### config.mk
export PLATFORM = sky130hd
export DESIGN_NAME = rbo_byte_order
export DESIGN_NICKNAME = d
export VERILOG_FILES = /design/src/rbo_byte_order.v
export VERILOG_INCLUDE_DIRS = /design/src
export SDC_FILE = /design/constraint.sdc
export NUM_CORES = 1
export LEC_CHECK = 0
export ABC_AREA = 1
export BUFFER_PORTS_ARGS = -buffer_cell sky130_fd_sc_hd__clkbuf_2
export CAP_MARGIN = 20
export CELL_PAD_IN_SITES_DETAIL_PLACEMENT = 1
export CELL_PAD_IN_SITES_GLOBAL_PLACEMENT = 2
export CORE_MARGIN = 5
export CORE_UTILIZATION = 34
export DETAILED_ROUTE_END_ITERATION = 8
export PLACE_DENSITY = 0.74
export SLEW_MARGIN = 20
export SYNTH_ARGS = -nofsm -noshare
export SYNTH_HDL_FRONTEND = slang
export SYNTH_SLANG_ARGS = --single-unit
### constraint.sdc
create_clock -name pclk -period 2.9 [get_ports pclk]
set_input_delay 0.725 -clock pclk [delete_from_list [all_inputs] [get_ports pclk]]
set_output_delay 0.725 -clock pclk [all_outputs]
set_load 0.1 [all_outputs]
### src/rbo_defines.vh
`ifndef RBO_DEFINES_VH
`define RBO_DEFINES_VH
// ----------------------------------------
// Register byte offsets
// ----------------------------------------
`define RBO_CTRL_OFF     8'h00
`define RBO_PATTERN_OFF  8'h04
`define RBO_PAD_OFF      8'h08
`define RBO_STATUS_OFF   8'h0c
// ----------------------------------------
// Control field positions
// ----------------------------------------
`define RBO_CTRL_ENA     0
`define RBO_CTRL_USER    1
`define RBO_CTRL_MODE_LO 2
`define RBO_CTRL_MODE_HI 3
`define RBO_CTRL_WIDE9   4
`define RBO_CTRL_HALF    5
// ----------------------------------------
// Status field positions
// ----------------------------------------
`define RBO_STAT_DONE    0
`define RBO_STAT_ERR     1
`define RBO_STAT_PRIMED  2
// ----------------------------------------
// Reset values
// ----------------------------------------
`define RBO_CTRL_RST     6'h01
`define RBO_PATTERN_RST  9'h000
`define RBO_PAD_RST      9'h000
// ----------------------------------------
// FIFO modes, depths, priming levels
// ----------------------------------------
`define RBO_MODE_LOW     2'h0
`define RBO_MODE_HIGH    2'h1
`define RBO_MODE_REG     2'h2
`define RBO_DEPTH_LOW    4'h4
`define RBO_DEPTH_HIGH   4'h8
`define RBO_PRIME_LOW    4'h2
`define RBO_PRIME_HIGH   4'h4
`endif

### src/rbo_byte_order.v
// Contract
// - Pattern in high byte moves low via PAD
// - Plain mode: 8-bit pattern and PAD
// - Decoded mode: 9-bit values, top bit control
// - Sync rising edge starts new search
// - High-byte match inserts exactly one PAD
// - Low-byte match means ordered, no PAD
// - First match handled sets done
// - New sync edge clears done, searches again
// - User trigger edge starts same search
// - FIFO carries data and status across
// - Low latency: four deep, two-three cycles
// - High latency: eight deep, four-five cycles
// - Byte deserializer: FIFO runs half rate; here only reads slow down, writes land every cycle
// - Write clock source follows configuration; here writes always run on pclk
// - Error output on overflow or underflow
// - Sync status from word aligner hysteresis
// - Input words are two-byte deserialized
//
// The APB slave port and the address map are this design's own decisions.
`timescale 1ns/100ps
`include "rbo_defines.vh"
module rbo_byte_order #(
    parameter DW = 16,                   // Two-byte word width
    parameter AW = 3                     // FIFO address width (eight entries)
) (
    input  wire          pclk,
    input  wire          presetn,
    input  wire          psel,
    input  wire          penable,
    input  wire          pwrite,
    input  wire [7:0]    paddr,
    input  wire [31:0]   pwdata,
    output reg  [31:0]   prdata,
    output reg           pready,
    output reg           pslverr,
    input  wire          in_valid,
    input  wire [DW-1:0] in_data,
    input  wire [1:0]    in_ctrl,
    input  wire          sync_status,
    input  wire          order_trig,
    output reg           out_valid,
    output reg  [DW-1:0] out_data,
    output reg  [1:0]    out_ctrl,
    output reg           order_done,
    output reg           fifo_err
);
    // ----------------------------------------
    // Registers and state
    // ----------------------------------------
    reg  [5:0]    ctrl_reg;              // Control word
    reg  [8:0]    pattern_reg;           // Ordering pattern
    reg  [8:0]    pad_reg;               // PAD value
    reg           trig_prev_reg;         // Trigger source, last cycle
    reg           searching_reg;         // Looking for first match
    reg           shift_reg;             // One PAD inserted so far
    reg  [8:0]    carry_reg;             // Held high byte with its flag
    reg           ord_valid_reg;         // Ordered word valid
    reg  [DW-1:0] ord_data_reg;          // Ordered word
    reg  [1:0]    ord_ctrl_reg;          // Ordered control flags
    reg           half_reg;              // Half-rate divider
    reg  [DW+1:0] mem [0:(1<<AW)-1];     // FIFO storage
    reg  [AW-1:0] wptr_reg;              // Write pointer
    reg  [AW-1:0] rptr_reg;              // Read pointer
    reg  [AW:0]   count_reg;             // Fill level
    reg           primed_reg;            // Reading has started
    wire          act;                   // APB access completes
    wire          trig_src;              // Selected trigger
    wire          trig_rise;             // Rising edge of trigger
    wire          lo_hit;                // Low byte matches
    wire          hi_hit;                // High byte matches
    wire          tick;                  // FIFO read clock enable
    wire [1:0]    mode;                  // FIFO mode field
    wire [AW:0]   depth;                 // Depth for mode
    wire [AW:0]   prime;                 // Priming level for mode
    wire          wr_ok;                 // Write accepted
    wire          rd_go;                 // Read attempted
    wire          flush;                 // Control written
    wire          ovf_ev;                // Word offered to a full FIFO
    wire          unf_ev;                // Read tick on an empty FIFO
    reg  [31:0]   rd_mux;                // Read data select
    reg           hit_map;               // Address is mapped
    // ----------------------------------------
    // APB slave
    // ----------------------------------------
    assign act   = psel & penable & pready;
    // Any control write restarts the FIFO from empty, so software
    // should not rewrite control while words are still in flight
    assign flush = act & pwrite & (paddr == `RBO_CTRL_OFF);
    // Read data and decode
    always @* begin
        rd_mux  = 32'h0000_0000;
        hit_map = 1'b1;
        case (paddr)
            `RBO_CTRL_OFF:    rd_mux = {26'h0, ctrl_reg};
            `RBO_PATTERN_OFF: rd_mux = {23'h0, pattern_reg};
            `RBO_PAD_OFF:     rd_mux = {23'h0, pad_reg};
            `RBO_STATUS_OFF:  rd_mux = {29'h0, primed_reg, fifo_err, order_done};
            default:          hit_map = 1'b0;
        endcase
    end
    // One wait state, so every answer comes from a flop
    always @(posedge pclk or negedge presetn) begin
        if (!presetn) begin
            pready  <= 1'b0;
            prdata  <= 32'h0000_0000;
            pslverr <= 1'b0;
        end else begin
            pready  <= psel & penable & ~pready;
            prdata  <= rd_mux;
            pslverr <= psel & penable & ~pready & ~hit_map;
        end
    end
    // Writable registers; status is read only
    always @(posedge pclk or negedge presetn) begin
        if (!presetn) begin
            ctrl_reg    <= `RBO_CTRL_RST;
            pattern_reg <= `RBO_PATTERN_RST;
            pad_reg     <= `RBO_PAD_RST;
        end else if (act & pwrite) begin
            case (paddr)
                `RBO_CTRL_OFF:    ctrl_reg    <= pwdata[5:0];
                `RBO_PATTERN_OFF: pattern_reg <= pwdata[8:0];
                `RBO_PAD_OFF:     pad_reg     <= pwdata[8:0];
                default:          ctrl_reg    <= ctrl_reg;
            endcase
        end
    end
    // ----------------------------------------
    // Trigger selection
    // ----------------------------------------
    // user trigger select
    assign trig_src  = ctrl_reg[`RBO_CTRL_USER] ? order_trig : sync_status;
    assign trig_rise = trig_src & ~trig_prev_reg;
    // Both sources are same-clock logic, no synchroniser
    // aligner status sampled
    always @(posedge pclk or negedge presetn) begin
        if (!presetn) begin
            trig_prev_reg <= 1'b0;
        end else begin
            trig_prev_reg <= trig_src;
        end
    end
    // ----------------------------------------
    // Pattern compare
    // ----------------------------------------
    // nine-bit compare with control flag
    assign lo_hit = (in_data[7:0] == pattern_reg[7:0]) &
                    (~ctrl_reg[`RBO_CTRL_WIDE9] | (in_ctrl[0] == pattern_reg[8]));
    assign hi_hit = (in_data[15:8] == pattern_reg[7:0]) &
                    (~ctrl_reg[`RBO_CTRL_WIDE9] | (in_ctrl[1] == pattern_reg[8]));
    // ----------------------------------------
    // Byte ordering datapath
    // ----------------------------------------
    // A trigger clears the shift and drops the held byte; the
    // stream is expected to be realigned anyway, so a one-byte
    // gap at that moment is traded for a single held byte of storage.
    // two-byte input words
    always @(posedge pclk or negedge presetn) begin
        if (!presetn) begin
            searching_reg <= 1'b0;
            shift_reg     <= 1'b0;
            carry_reg     <= 9'h000;
            order_done    <= 1'b0;
            ord_valid_reg <= 1'b0;
            ord_data_reg  <= {DW{1'b0}};
            ord_ctrl_reg  <= 2'h0;
        end else begin
            ord_valid_reg <= in_valid & ctrl_reg[`RBO_CTRL_ENA];
            if (trig_rise & ctrl_reg[`RBO_CTRL_ENA]) begin
                searching_reg <= 1'b1;
                shift_reg     <= 1'b0;
                order_done    <= 1'b0;
                ord_valid_reg <= 1'b0;
            end else if (in_valid & ctrl_reg[`RBO_CTRL_ENA]) begin
                carry_reg <= {in_ctrl[1], in_data[15:8]};
                if (searching_reg & lo_hit) begin
                    searching_reg <= 1'b0;
                    order_done    <= 1'b1;
                    ord_data_reg  <= in_data;
                    ord_ctrl_reg  <= in_ctrl;
                end else if (searching_reg & hi_hit) begin
                    searching_reg <= 1'b0;
                    shift_reg     <= 1'b1;
                    order_done    <= 1'b1;
                    ord_data_reg  <= {pad_reg[7:0], in_data[7:0]};
                    ord_ctrl_reg  <= {pad_reg[8], in_ctrl[0]};
                end else if (shift_reg) begin
                    // Shifted stream: held byte goes low
                    ord_data_reg  <= {in_data[7:0], carry_reg[7:0]};
                    ord_ctrl_reg  <= {in_ctrl[0], carry_reg[8]};
                end else begin
                    // Pass through unchanged
                    ord_data_reg  <= in_data;
                    ord_ctrl_reg  <= in_ctrl;
                end
            end
        end
    end
    // ----------------------------------------
    // Half-rate divider
    // ----------------------------------------
    // Writes still land every cycle, so at half rate the fabric drains
    // one word in two; a faster feed overflows by design
    // half-rate FIFO read enable
    assign tick = ~ctrl_reg[`RBO_CTRL_HALF] | half_reg;
    always @(posedge pclk or negedge presetn) begin
        if (!presetn) begin
            half_reg <= 1'b0;
        end else begin
            half_reg <= ~half_reg;
        end
    end
    // ----------------------------------------
    // Phase compensation FIFO
    // ----------------------------------------
    assign mode  = ctrl_reg[`RBO_CTRL_MODE_HI:`RBO_CTRL_MODE_LO];
    assign depth = (mode == `RBO_MODE_HIGH) ? `RBO_DEPTH_HIGH : `RBO_DEPTH_LOW;
    assign prime = (mode == `RBO_MODE_HIGH) ? `RBO_PRIME_HIGH : `RBO_PRIME_LOW;
    assign rd_go = tick & primed_reg;
    // A read in the same cycle frees a slot, so a full FIFO still accepts
    assign wr_ok = ord_valid_reg & ((count_reg != depth) | (rd_go & (count_reg != 0)));
    // Error events, gated off in register mode where no FIFO runs
    assign ovf_ev = (mode != `RBO_MODE_REG) & ord_valid_reg & ~wr_ok;
    assign unf_ev = (mode != `RBO_MODE_REG) & rd_go & (count_reg == 0);
    always @(posedge pclk) begin
        if (wr_ok) begin
            mem[wptr_reg] <= {ord_ctrl_reg, ord_data_reg};
        end
    end
    // Pointers, fill level, priming and error
    always @(posedge pclk or negedge presetn) begin
        if (!presetn) begin
            wptr_reg   <= {AW{1'b0}};
            rptr_reg   <= {AW{1'b0}};
            count_reg  <= {(AW+1){1'b0}};
            primed_reg <= 1'b0;
            fifo_err   <= 1'b0;
            out_valid  <= 1'b0;
            out_data   <= {DW{1'b0}};
            out_ctrl   <= 2'h0;
        end else if (flush) begin
            // Mode change empties the FIFO and clears the error, but an
            // overflow or underflow in that very cycle must not be lost
            // to software, so the event wins over the clear
            wptr_reg   <= {AW{1'b0}};
            rptr_reg   <= {AW{1'b0}};
            count_reg  <= {(AW+1){1'b0}};
            primed_reg <= 1'b0;
            fifo_err   <= ovf_ev | unf_ev;
            out_valid  <= 1'b0;
        end else if (mode == `RBO_MODE_REG) begin
            out_valid <= ord_valid_reg;
            out_data  <= ord_data_reg;
            out_ctrl  <= ord_ctrl_reg;
        end else begin
            out_valid <= 1'b0;
            if (wr_ok) begin
                wptr_reg <= (wptr_reg == depth - 1) ? {AW{1'b0}} : wptr_reg + 1'b1;
            end
            if (count_reg >= prime) begin
                primed_reg <= 1'b1;
            end
            if (rd_go & (count_reg != 0)) begin
                out_valid <= 1'b1;
                {out_ctrl, out_data} <= mem[rptr_reg];
                rptr_reg <= (rptr_reg == depth - 1) ? {AW{1'b0}} : rptr_reg + 1'b1;
            end else if (rd_go) begin
                fifo_err   <= 1'b1;
                primed_reg <= 1'b0;
            end
            if (ovf_ev) begin
                fifo_err <= 1'b1;
            end
            // Fill level moves only when exactly one side acts
            case ({wr_ok, rd_go & (count_reg != 0)})
                2'b10:   count_reg <= count_reg + 1'b1;
                2'b01:   count_reg <= count_reg - 1'b1;
                default: count_reg <= count_reg;
            endcase
        end
    end
endmodule // rbo_byte_order

==> impl_summary.log, run 1 <==
INFO  metric outcome = finished, final reports clean
INFO  metric globalRouteOverflowTotal = 0
INFO  metric critical_path_type = reg2reg
INFO  metric grt_antenna_before_repair = 0
INFO  metric yosys_register_bits = 243
INFO  metric power-per-cell-area = 694 mW/mm^2
INFO  metric globalRouteTotalUtil = 17.3%
INFO  metric placement_rows = 66
INFO  metric layout.nets = 1292
INFO  metric slew_headroom = 48.5%
INFO  metric leakagePower = 0.00576 uW
INFO  metric portBuffers = 74
INFO  metric met3RoutedLength = 1040 um
INFO  metric routed_wire_length_per_instance = 18.5 um
INFO  metric totalNegativeSetupSlack = 0 ns
INFO  metric cts_sinks = 243
INFO  metric crit_path_top_delay_cell = sky130_fd_sc_hd__dfrtp_1
INFO  metric gp_congestion = 0.845
INFO  metric topRoutingLayerUsed = met4
INFO  metric drt-initial-drc-count = 534
INFO  metric cp_data_arrival_time = 2.80 ns
INFO  metric max_cap_viol_count = 0
INFO  metric hold_buffers = 0
INFO  metric core_region_area = 0.0325 sq mm
INFO  metric post-route-util = 39.7%
INFO  metric hpwl = 20600 um
INFO  metric post-cts-setup-buffers = 0
INFO  metric crit_top_cell = sky130_fd_sc_hd__nand2_1
INFO  metric critical_path.max_fanout = 7
INFO  metric top_level_ports = 121
INFO  metric initial_core_util = 34.3%
INFO  metric wl_met2 = 14900 um
INFO  metric clk_latency = 0.53 ns
INFO  metric period_needed = 2.38 ns
INFO  metric yosysWarnings = 0
INFO  metric end_kind = flip-flop
INFO  metric vdd.ir_drop.worst = 0.000385 V
INFO  metric clk_path_buf_depth = 3
INFO  metric tritoncts = built
INFO  metric clock.fmax = 420 MHz
INFO  metric synth.avg_cell_area = 9.78 sq um
INFO  metric hold-worst-slack = 0.195 ns
INFO  metric clock-root-buffer = sky130_fd_sc_hd__clkbuf_16
INFO  metric fp.dieArea = 0.0365 sq mm
INFO  metric hold_path.class = in2async
INFO  metric netlist_area = 0.0111 sq mm
INFO  metric final_cell_mix = sky130_fd_sc_hd__nand2_1 (267), sky130_fd_sc_hd__edfxtp_1 (144), sky130_fd_sc_hd__nor2_1 (112), sky130_fd_sc_hd__o21ai_0 (102), sky130_fd_sc_hd__dfrtp_1 (97)
INFO  metric drt-pass1-iter-count = 4
INFO  metric finalHoldViolCount = 0
INFO  metric final_max_slew_viol_count = 0
INFO  metric synth-seq-area-share = 61.1%
INFO  metric cp.required = 3.32 ns
INFO  metric fillerInstances = 3707
INFO  metric timing_worst_slew_pin_value = 0.772 ns
INFO  metric numCtsBuffers = 27
INFO  metric number_of_h_tree_branching_levels = 1
INFO  metric synth.distinct_cells = 49
INFO  metric path_cells = inv_1 -> nand3_1 -> nand2_2 -> nor2_1 -> ha_1 -> a21oi_1 -> nand2_1 -> xor2_1 -> or2_2 -> nand2_1 -> o21ai_1
INFO  metric via_count_of_the_first_global_routing_pass = 8571
INFO  metric route.detailed.vias_per_inst = 4.90
INFO  metric antenna_diode_count = 0
INFO  metric largest_reg_flops = 144
INFO  metric die_w = 191 um
INFO  metric cts.repair.resized = 0
INFO  metric drive_above_1_share = 17.1%
INFO  metric grt_pass1_wl = 49500 um
INFO  metric setup_violations = 0
INFO  metric grt_setup_unrepaired = false
INFO  metric ant_nets = 0
INFO  metric timing.critical_path.slowest_cell_delay = 0.44 ns
INFO  metric synth_cells = 1138
INFO  metric most_common_library_cell_in_the_layout_ignoring_fill_and_taps = sky130_fd_sc_hd__nand2_1
INFO  metric crit_path_start_kind = flip-flop
INFO  metric grt_start_max_net_pins = 74
INFO  metric wirelength = 31100 um
INFO  metric final_min_period_over_clock_period = 82.1%
INFO  metric route.detailed.drc = 0
INFO  metric clkSlewWorstSetupHoldPaths = 0.06 ns
INFO  metric skew = 0.0237 ns
INFO  metric dr_total_vias = 8231
INFO  metric area_growth_syn_to_layout = 15.9%
INFO  metric wl_met1 = 14600 um
INFO  metric die_h = 191 um
worst max-delay path: cells and delay by family, from the launching register on:
kind	cells	cell delay, ns
simple gates	6	1.03
flops	1	0.44
buf+inv	1	0.11
compound gates	2	0.20
xor+xnor	1	0.16
fa+ha+maj	1	0.34
final timing paths:
check,slack (ns),cells past startpoint,end,start
setup / recovery,0.52,11,count_reg[3]$_DFFE_PN0P_,count_reg[0]$_DFFE_PN0P_
hold / removal,0.20,1,pattern_reg[2]$_DFFE_PN0P_,presetn
setup reg to reg,0.52,11,count_reg[3]$_DFFE_PN0P_,count_reg[0]$_DFFE_PN0P_
hold reg to reg,0.41,1,half_reg$_DFF_PN0_,half_reg$_DFF_PN0_
max in group asynchronous,1.86,2,out_data[10]$_DFFE_PN0P_,presetn
min in group pclk,0.41,1,half_reg$_DFF_PN0_,half_reg$_DFF_PN0_
where the power goes:
part | internal, uW | total [uW] | switching, uW
Clock | 1980 | 3400 | 1410
Combinational | 393 | 1710 | 1310
Sequential | 3750 | 3840 | 87.0
cells by family after synthesis:
logic type	after synthesis	synth area share, %
simple gates	493	19.5
flops	243	61.1
compound gates	228	11.5
buf+inv	163	6.72
fa+ha+maj	7	0.854
xor+xnor	3	0.236
other cells	1	0.0337
through the flow:
stage,std cells,total power [uW],cell area [sq um],setup WS [ns]
6_report,1681,8950,12900,0.520
5_1_grt,1681,9380,12900,0.306
4_1_cts,1681,9050,12900,0.519
3_5_place_dp,1632,5640,12000,0.528
3_3_place_gp,1632,5610,12000,0.575
2_1_floorplan,1160,5260,11200,0.0744
synthesized netlist by cell type (all sizes together):
cell | instances | share of area, %
xor2 | 2 | 0.16
nor2 | 123 | 4.7
clkinv | 3 | 0.10
or2 | 2 | 0.11
nand2 | 277 | 9.8
a31oi | 1 | 0.11
ha | 6 | 0.67
a21oi | 28 | 1.3
inv | 91 | 3.1
dfrtp | 98 | 22
o211ai | 10 | 0.90
o21ai | 143 | 6.5
nand3 | 61 | 2.9
fa | 1 | 0.18
dfstp | 1 | 0.24
nand4 | 16 | 1.1
clkbuf | 24 | 0.90
o21bai | 1 | 0.067
conb | 1 | 0.034
nor3 | 11 | 0.64
o22ai | 37 | 2.1
edfxtp | 144 | 39
nand3b | 2 | 0.13
o2111ai | 5 | 0.39
o221ai | 3 | 0.24
nor3b | 1 | 0.17
xnor2 | 1 | 0.079
buf | 45 | 2.6
routing by layer:
| layer | up-vias | GRT usage [%] |
|---|---|---|
| li1 | 3986 | - |
| met5 | - | 0 |
| met2 | 133 | 29.4 |
| met3 | 44 | 2.08 |
| met4 | 0 | 3.54 |
| met1 | 4068 | 24.0 |
cell type report:
cell class / count / area, sq um / share of cell area (%)
timing repair buffer: 99 / 586 / 4.54
sequential: 243 / 6800 / 52.8
clock buffer: 33 / 771 / 5.98
tap: 442 / 553 / 4.29
clock inverter: 16 / 125 / 0.970
inverter: 94 / 355 / 2.76
multi-input combinational: 754 / 3700 / 28.7
(Power assumes the default switching activity.)
==> inputs of run 2 (changes only) <==
--- a/config.mk
+++ b/config.mk
@@ -12,9 +12,9 @@
 export CELL_PAD_IN_SITES_DETAIL_PLACEMENT = 1
 export CELL_PAD_IN_SITES_GLOBAL_PLACEMENT = 2
 export CORE_MARGIN = 5
-export CORE_UTILIZATION = 34
+export CORE_UTILIZATION = 37
 export DETAILED_ROUTE_END_ITERATION = 8
-export PLACE_DENSITY = 0.74
+export PLACE_DENSITY = 0.77
 export SLEW_MARGIN = 20
 export SYNTH_ARGS = -nofsm -noshare
 export SYNTH_HDL_FRONTEND = slang
==> constraint.sdc (replaced) <==
create_clock -name pclk -period 2.4 [get_ports pclk]
set_input_delay 0.6 -clock pclk [delete_from_list [all_inputs] [get_ports pclk]]
set_output_delay 0.6 -clock pclk [all_outputs]
set_load 0.1 [all_outputs]
==> run 2 against run 1 <==
Effect of this change:
- utilization is 4.2 points higher
- register-to-register slack worse by 0.31 ns
- first-iteration DRC count is 6.6% higher
- hold slack lost 0.18 ns
- non-clock buffer count grew 14
- power increased by 23%
- clock-buffer cell count fell by 4
- cell area up 0.99%
- critical path type unchanged
==> impl_summary.log, run 2 (synthesis gave the netlist of run 1 again) <==
INFO  metric outcome = finished, final reports clean
INFO  metric vdd.ir_drop.worst = 0.000507 V
INFO  metric setup_violations = 0
INFO  metric core_region_area = 0.0296 sq mm
INFO  metric globalRouteOverflowTotal = 0
INFO  metric routed_wire_length_per_instance = 19.0 um
INFO  metric post-route-util = 43.9%
INFO  metric final_min_period_over_clock_period = 91.2%
INFO  metric fillerInstances = 3371
INFO  metric fp.dieArea = 0.0337 sq mm
INFO  metric critical_path_type = reg2reg
INFO  metric finalHoldViolCount = 0
INFO  metric clock.fmax = 457 MHz
INFO  metric die_w = 183 um
INFO  metric timing_worst_slew_pin_value = 0.551 ns
INFO  metric path_buf_inv = 0
INFO  metric numCtsBuffers = 27
INFO  metric power-per-cell-area = 843 mW/mm^2
INFO  metric portBuffers = 74
INFO  metric hpwl = 21700 um
INFO  metric layout.nets = 1306
INFO  metric critPathTopFamily = simple AND/OR/NAND/NOR gates
INFO  metric path_cells = a21oi_1 -> nand2_2 -> nor2_2 -> ha_1 -> a21oi_1 -> nand2_1 -> xor2_1 -> or2_2 -> nand2_1 -> o21ai_1
INFO  metric critical_path.max_fanout = 5
INFO  metric gp_congestion = 0.820
INFO  metric initial_core_util = 37.6%
INFO  metric finalPower = 11000 uW
INFO  metric drive_above_1_share = 17.6%
INFO  metric critical_path_cell_count = 10
INFO  metric globalRouteTotalUtil = 18.6%
INFO  metric totalNegativeSetupSlack = 0 ns
INFO  metric cp_data_arrival_time = 2.60 ns
INFO  metric slew_headroom = 63.2%
INFO  metric hold-worst-slack = 0.0184 ns
INFO  metric cp.required = 2.82 ns
INFO  metric final_cell_mix = sky130_fd_sc_hd__nand2_1 (267), sky130_fd_sc_hd__edfxtp_1 (144), sky130_fd_sc_hd__nor2_1 (111), sky130_fd_sc_hd__o21ai_0 (102), sky130_fd_sc_hd__dfrtp_1 (97)
INFO  metric number_of_cells_traversed_by_the_worst_register_to_register_path = 10
INFO  metric leakagePower = 0.00586 uW
INFO  metric clk_latency = 0.53 ns
INFO  metric timing.critical_path.slowest_cell_delay = 0.39 ns
INFO  metric grt_setup_unrepaired = false
INFO  metric most_common_library_cell_in_the_layout_ignoring_fill_and_taps = sky130_fd_sc_hd__nand2_1
INFO  metric clk_path_buf_depth = 3
INFO  metric dr_total_vias = 8253
INFO  metric die_h = 183 um
INFO  metric route.detailed.drc = 0
INFO  metric skew = 0.0225 ns
INFO  metric clkSlewWorstSetupHoldPaths = 0.06 ns
INFO  metric route.detailed.vias_per_inst = 5.02
INFO  metric crit_path_start_kind = flip-flop
INFO  metric via_count_of_the_first_global_routing_pass = 8684
INFO  metric final_max_slew_viol_count = 0
INFO  metric cts_sinks = 243
INFO  metric area_growth_syn_to_layout = 17.0%
INFO  metric grt_pass1_wl = 49400 um
INFO  metric top_level_ports = 121
INFO  metric period_needed = 2.19 ns
INFO  metric drt-initial-drc-count = 569
INFO  metric grt_antenna_before_repair = 0
INFO  metric placement_rows = 63
INFO  metric wirelength = 31200 um
INFO  metric hold_path.class = in2async
INFO  metric clock-root-buffer = sky130_fd_sc_hd__clkbuf_16
INFO  metric number_of_h_tree_branching_levels = 1
INFO  metric grt_start_max_net_pins = 74
INFO  metric drt-pass1-iter-count = 4
INFO  metric end_kind = flip-flop
INFO  metric antenna_diode_count = 0
INFO  metric tritoncts = built
INFO  metric ant_nets = 0
INFO  metric max_cap_viol_count = 0
INFO  metric largest_reg_flops = 144
INFO  metric crit_path_top_delay_cell = sky130_fd_sc_hd__dfrtp_1
run 2: cell count changes in the layout (fill, tap and decap cells not counted), moves of 4 or more:
cell / previous run / this run
sky130_fd_sc_hd__bufinv_16: 1 / 5
sky130_fd_sc_hd__buf_12: 2 / 7
sky130_fd_sc_hd__clkinv_2: 8 / 4
sky130_fd_sc_hd__buf_4: 24 / 33
sky130_fd_sc_hd__clkinv_1: 4 / 11
run 2: timing repair:
item / CTS / global route
setup buffers: 0 / 0
resized for setup: 0 / 1
hold buffers: 0 / 0
setup endpoints to repair: 0 / 1
run 2: metrics by stage:
stage	worst slack [ns]	area [sq um]	instances
6_report	0.212	13000	1643
5_1_grt	0.0177	13000	1643
4_1_cts	0.0988	13000	1643
3_5_place_dp	0.115	12100	1594
3_3_place_gp	0.173	12100	1594
2_1_floorplan	-0.426	11200	1160
run 2: path summary, 6_finish.rpt:
path	startpoint	slack, ns	to
min reg2reg	half_reg$_DFF_PN0_	0.41	half_reg$_DFF_PN0_
min in group pclk	penable	0.31	pready$_DFF_PN0_
max	ctrl_reg[5]$_DFFE_PN0P_	0.21	count_reg[3]$_DFFE_PN0P_
max in group asynchronous	presetn	1.74	pslverr$_DFF_PN0_
min	presetn	0.02	out_data[13]$_DFFE_PN0P_
max reg2reg	ctrl_reg[5]$_DFFE_PN0P_	0.21	count_reg[3]$_DFFE_PN0P_
run 2: final cells by class:
| class | count | area (sq um) | share of cell area, % |
|---|---|---|---|
| clock buffer | 29 | 693 | 5.32 |
| timing repair buffer | 113 | 753 | 5.78 |
| sequential | 243 | 6800 | 52.2 |
| clock inverter | 20 | 225 | 1.73 |
| multi-input combinational | 754 | 3700 | 28.4 |
| tap | 390 | 488 | 3.75 |
| inverter | 94 | 355 | 2.73 |
run 2: layer usage:
layer / track usage, % / vias to the layer above / wire [um]
met5: 0 / - / 0
met4: 4.47 / 0 / 681
met3: 2.33 / 36 / 1060
met2: 32.7 / 131 / 15800
met1: 24.5 / 4057 / 13700
li1: - / 4029 / -
run 2: worst register-to-register path, delay by kind of cell, from the launching register on:
kind | cells | cell delay [ns]
compound gates | 3 | 0.46
xor+xnor | 1 | 0.16
flops | 1 | 0.39
simple gates | 5 | 0.74
fa+ha+maj | 1 | 0.32
run 2: where the power goes:
part | switching [uW] | internal [uW] | total [uW] | leakage (uW)
Combinational | 1590 | 496 | 2090 | 0.00257
Sequential | 106 | 4540 | 4640 | 0.00284
Clock | 1640 | 2610 | 4250 | 0.000449
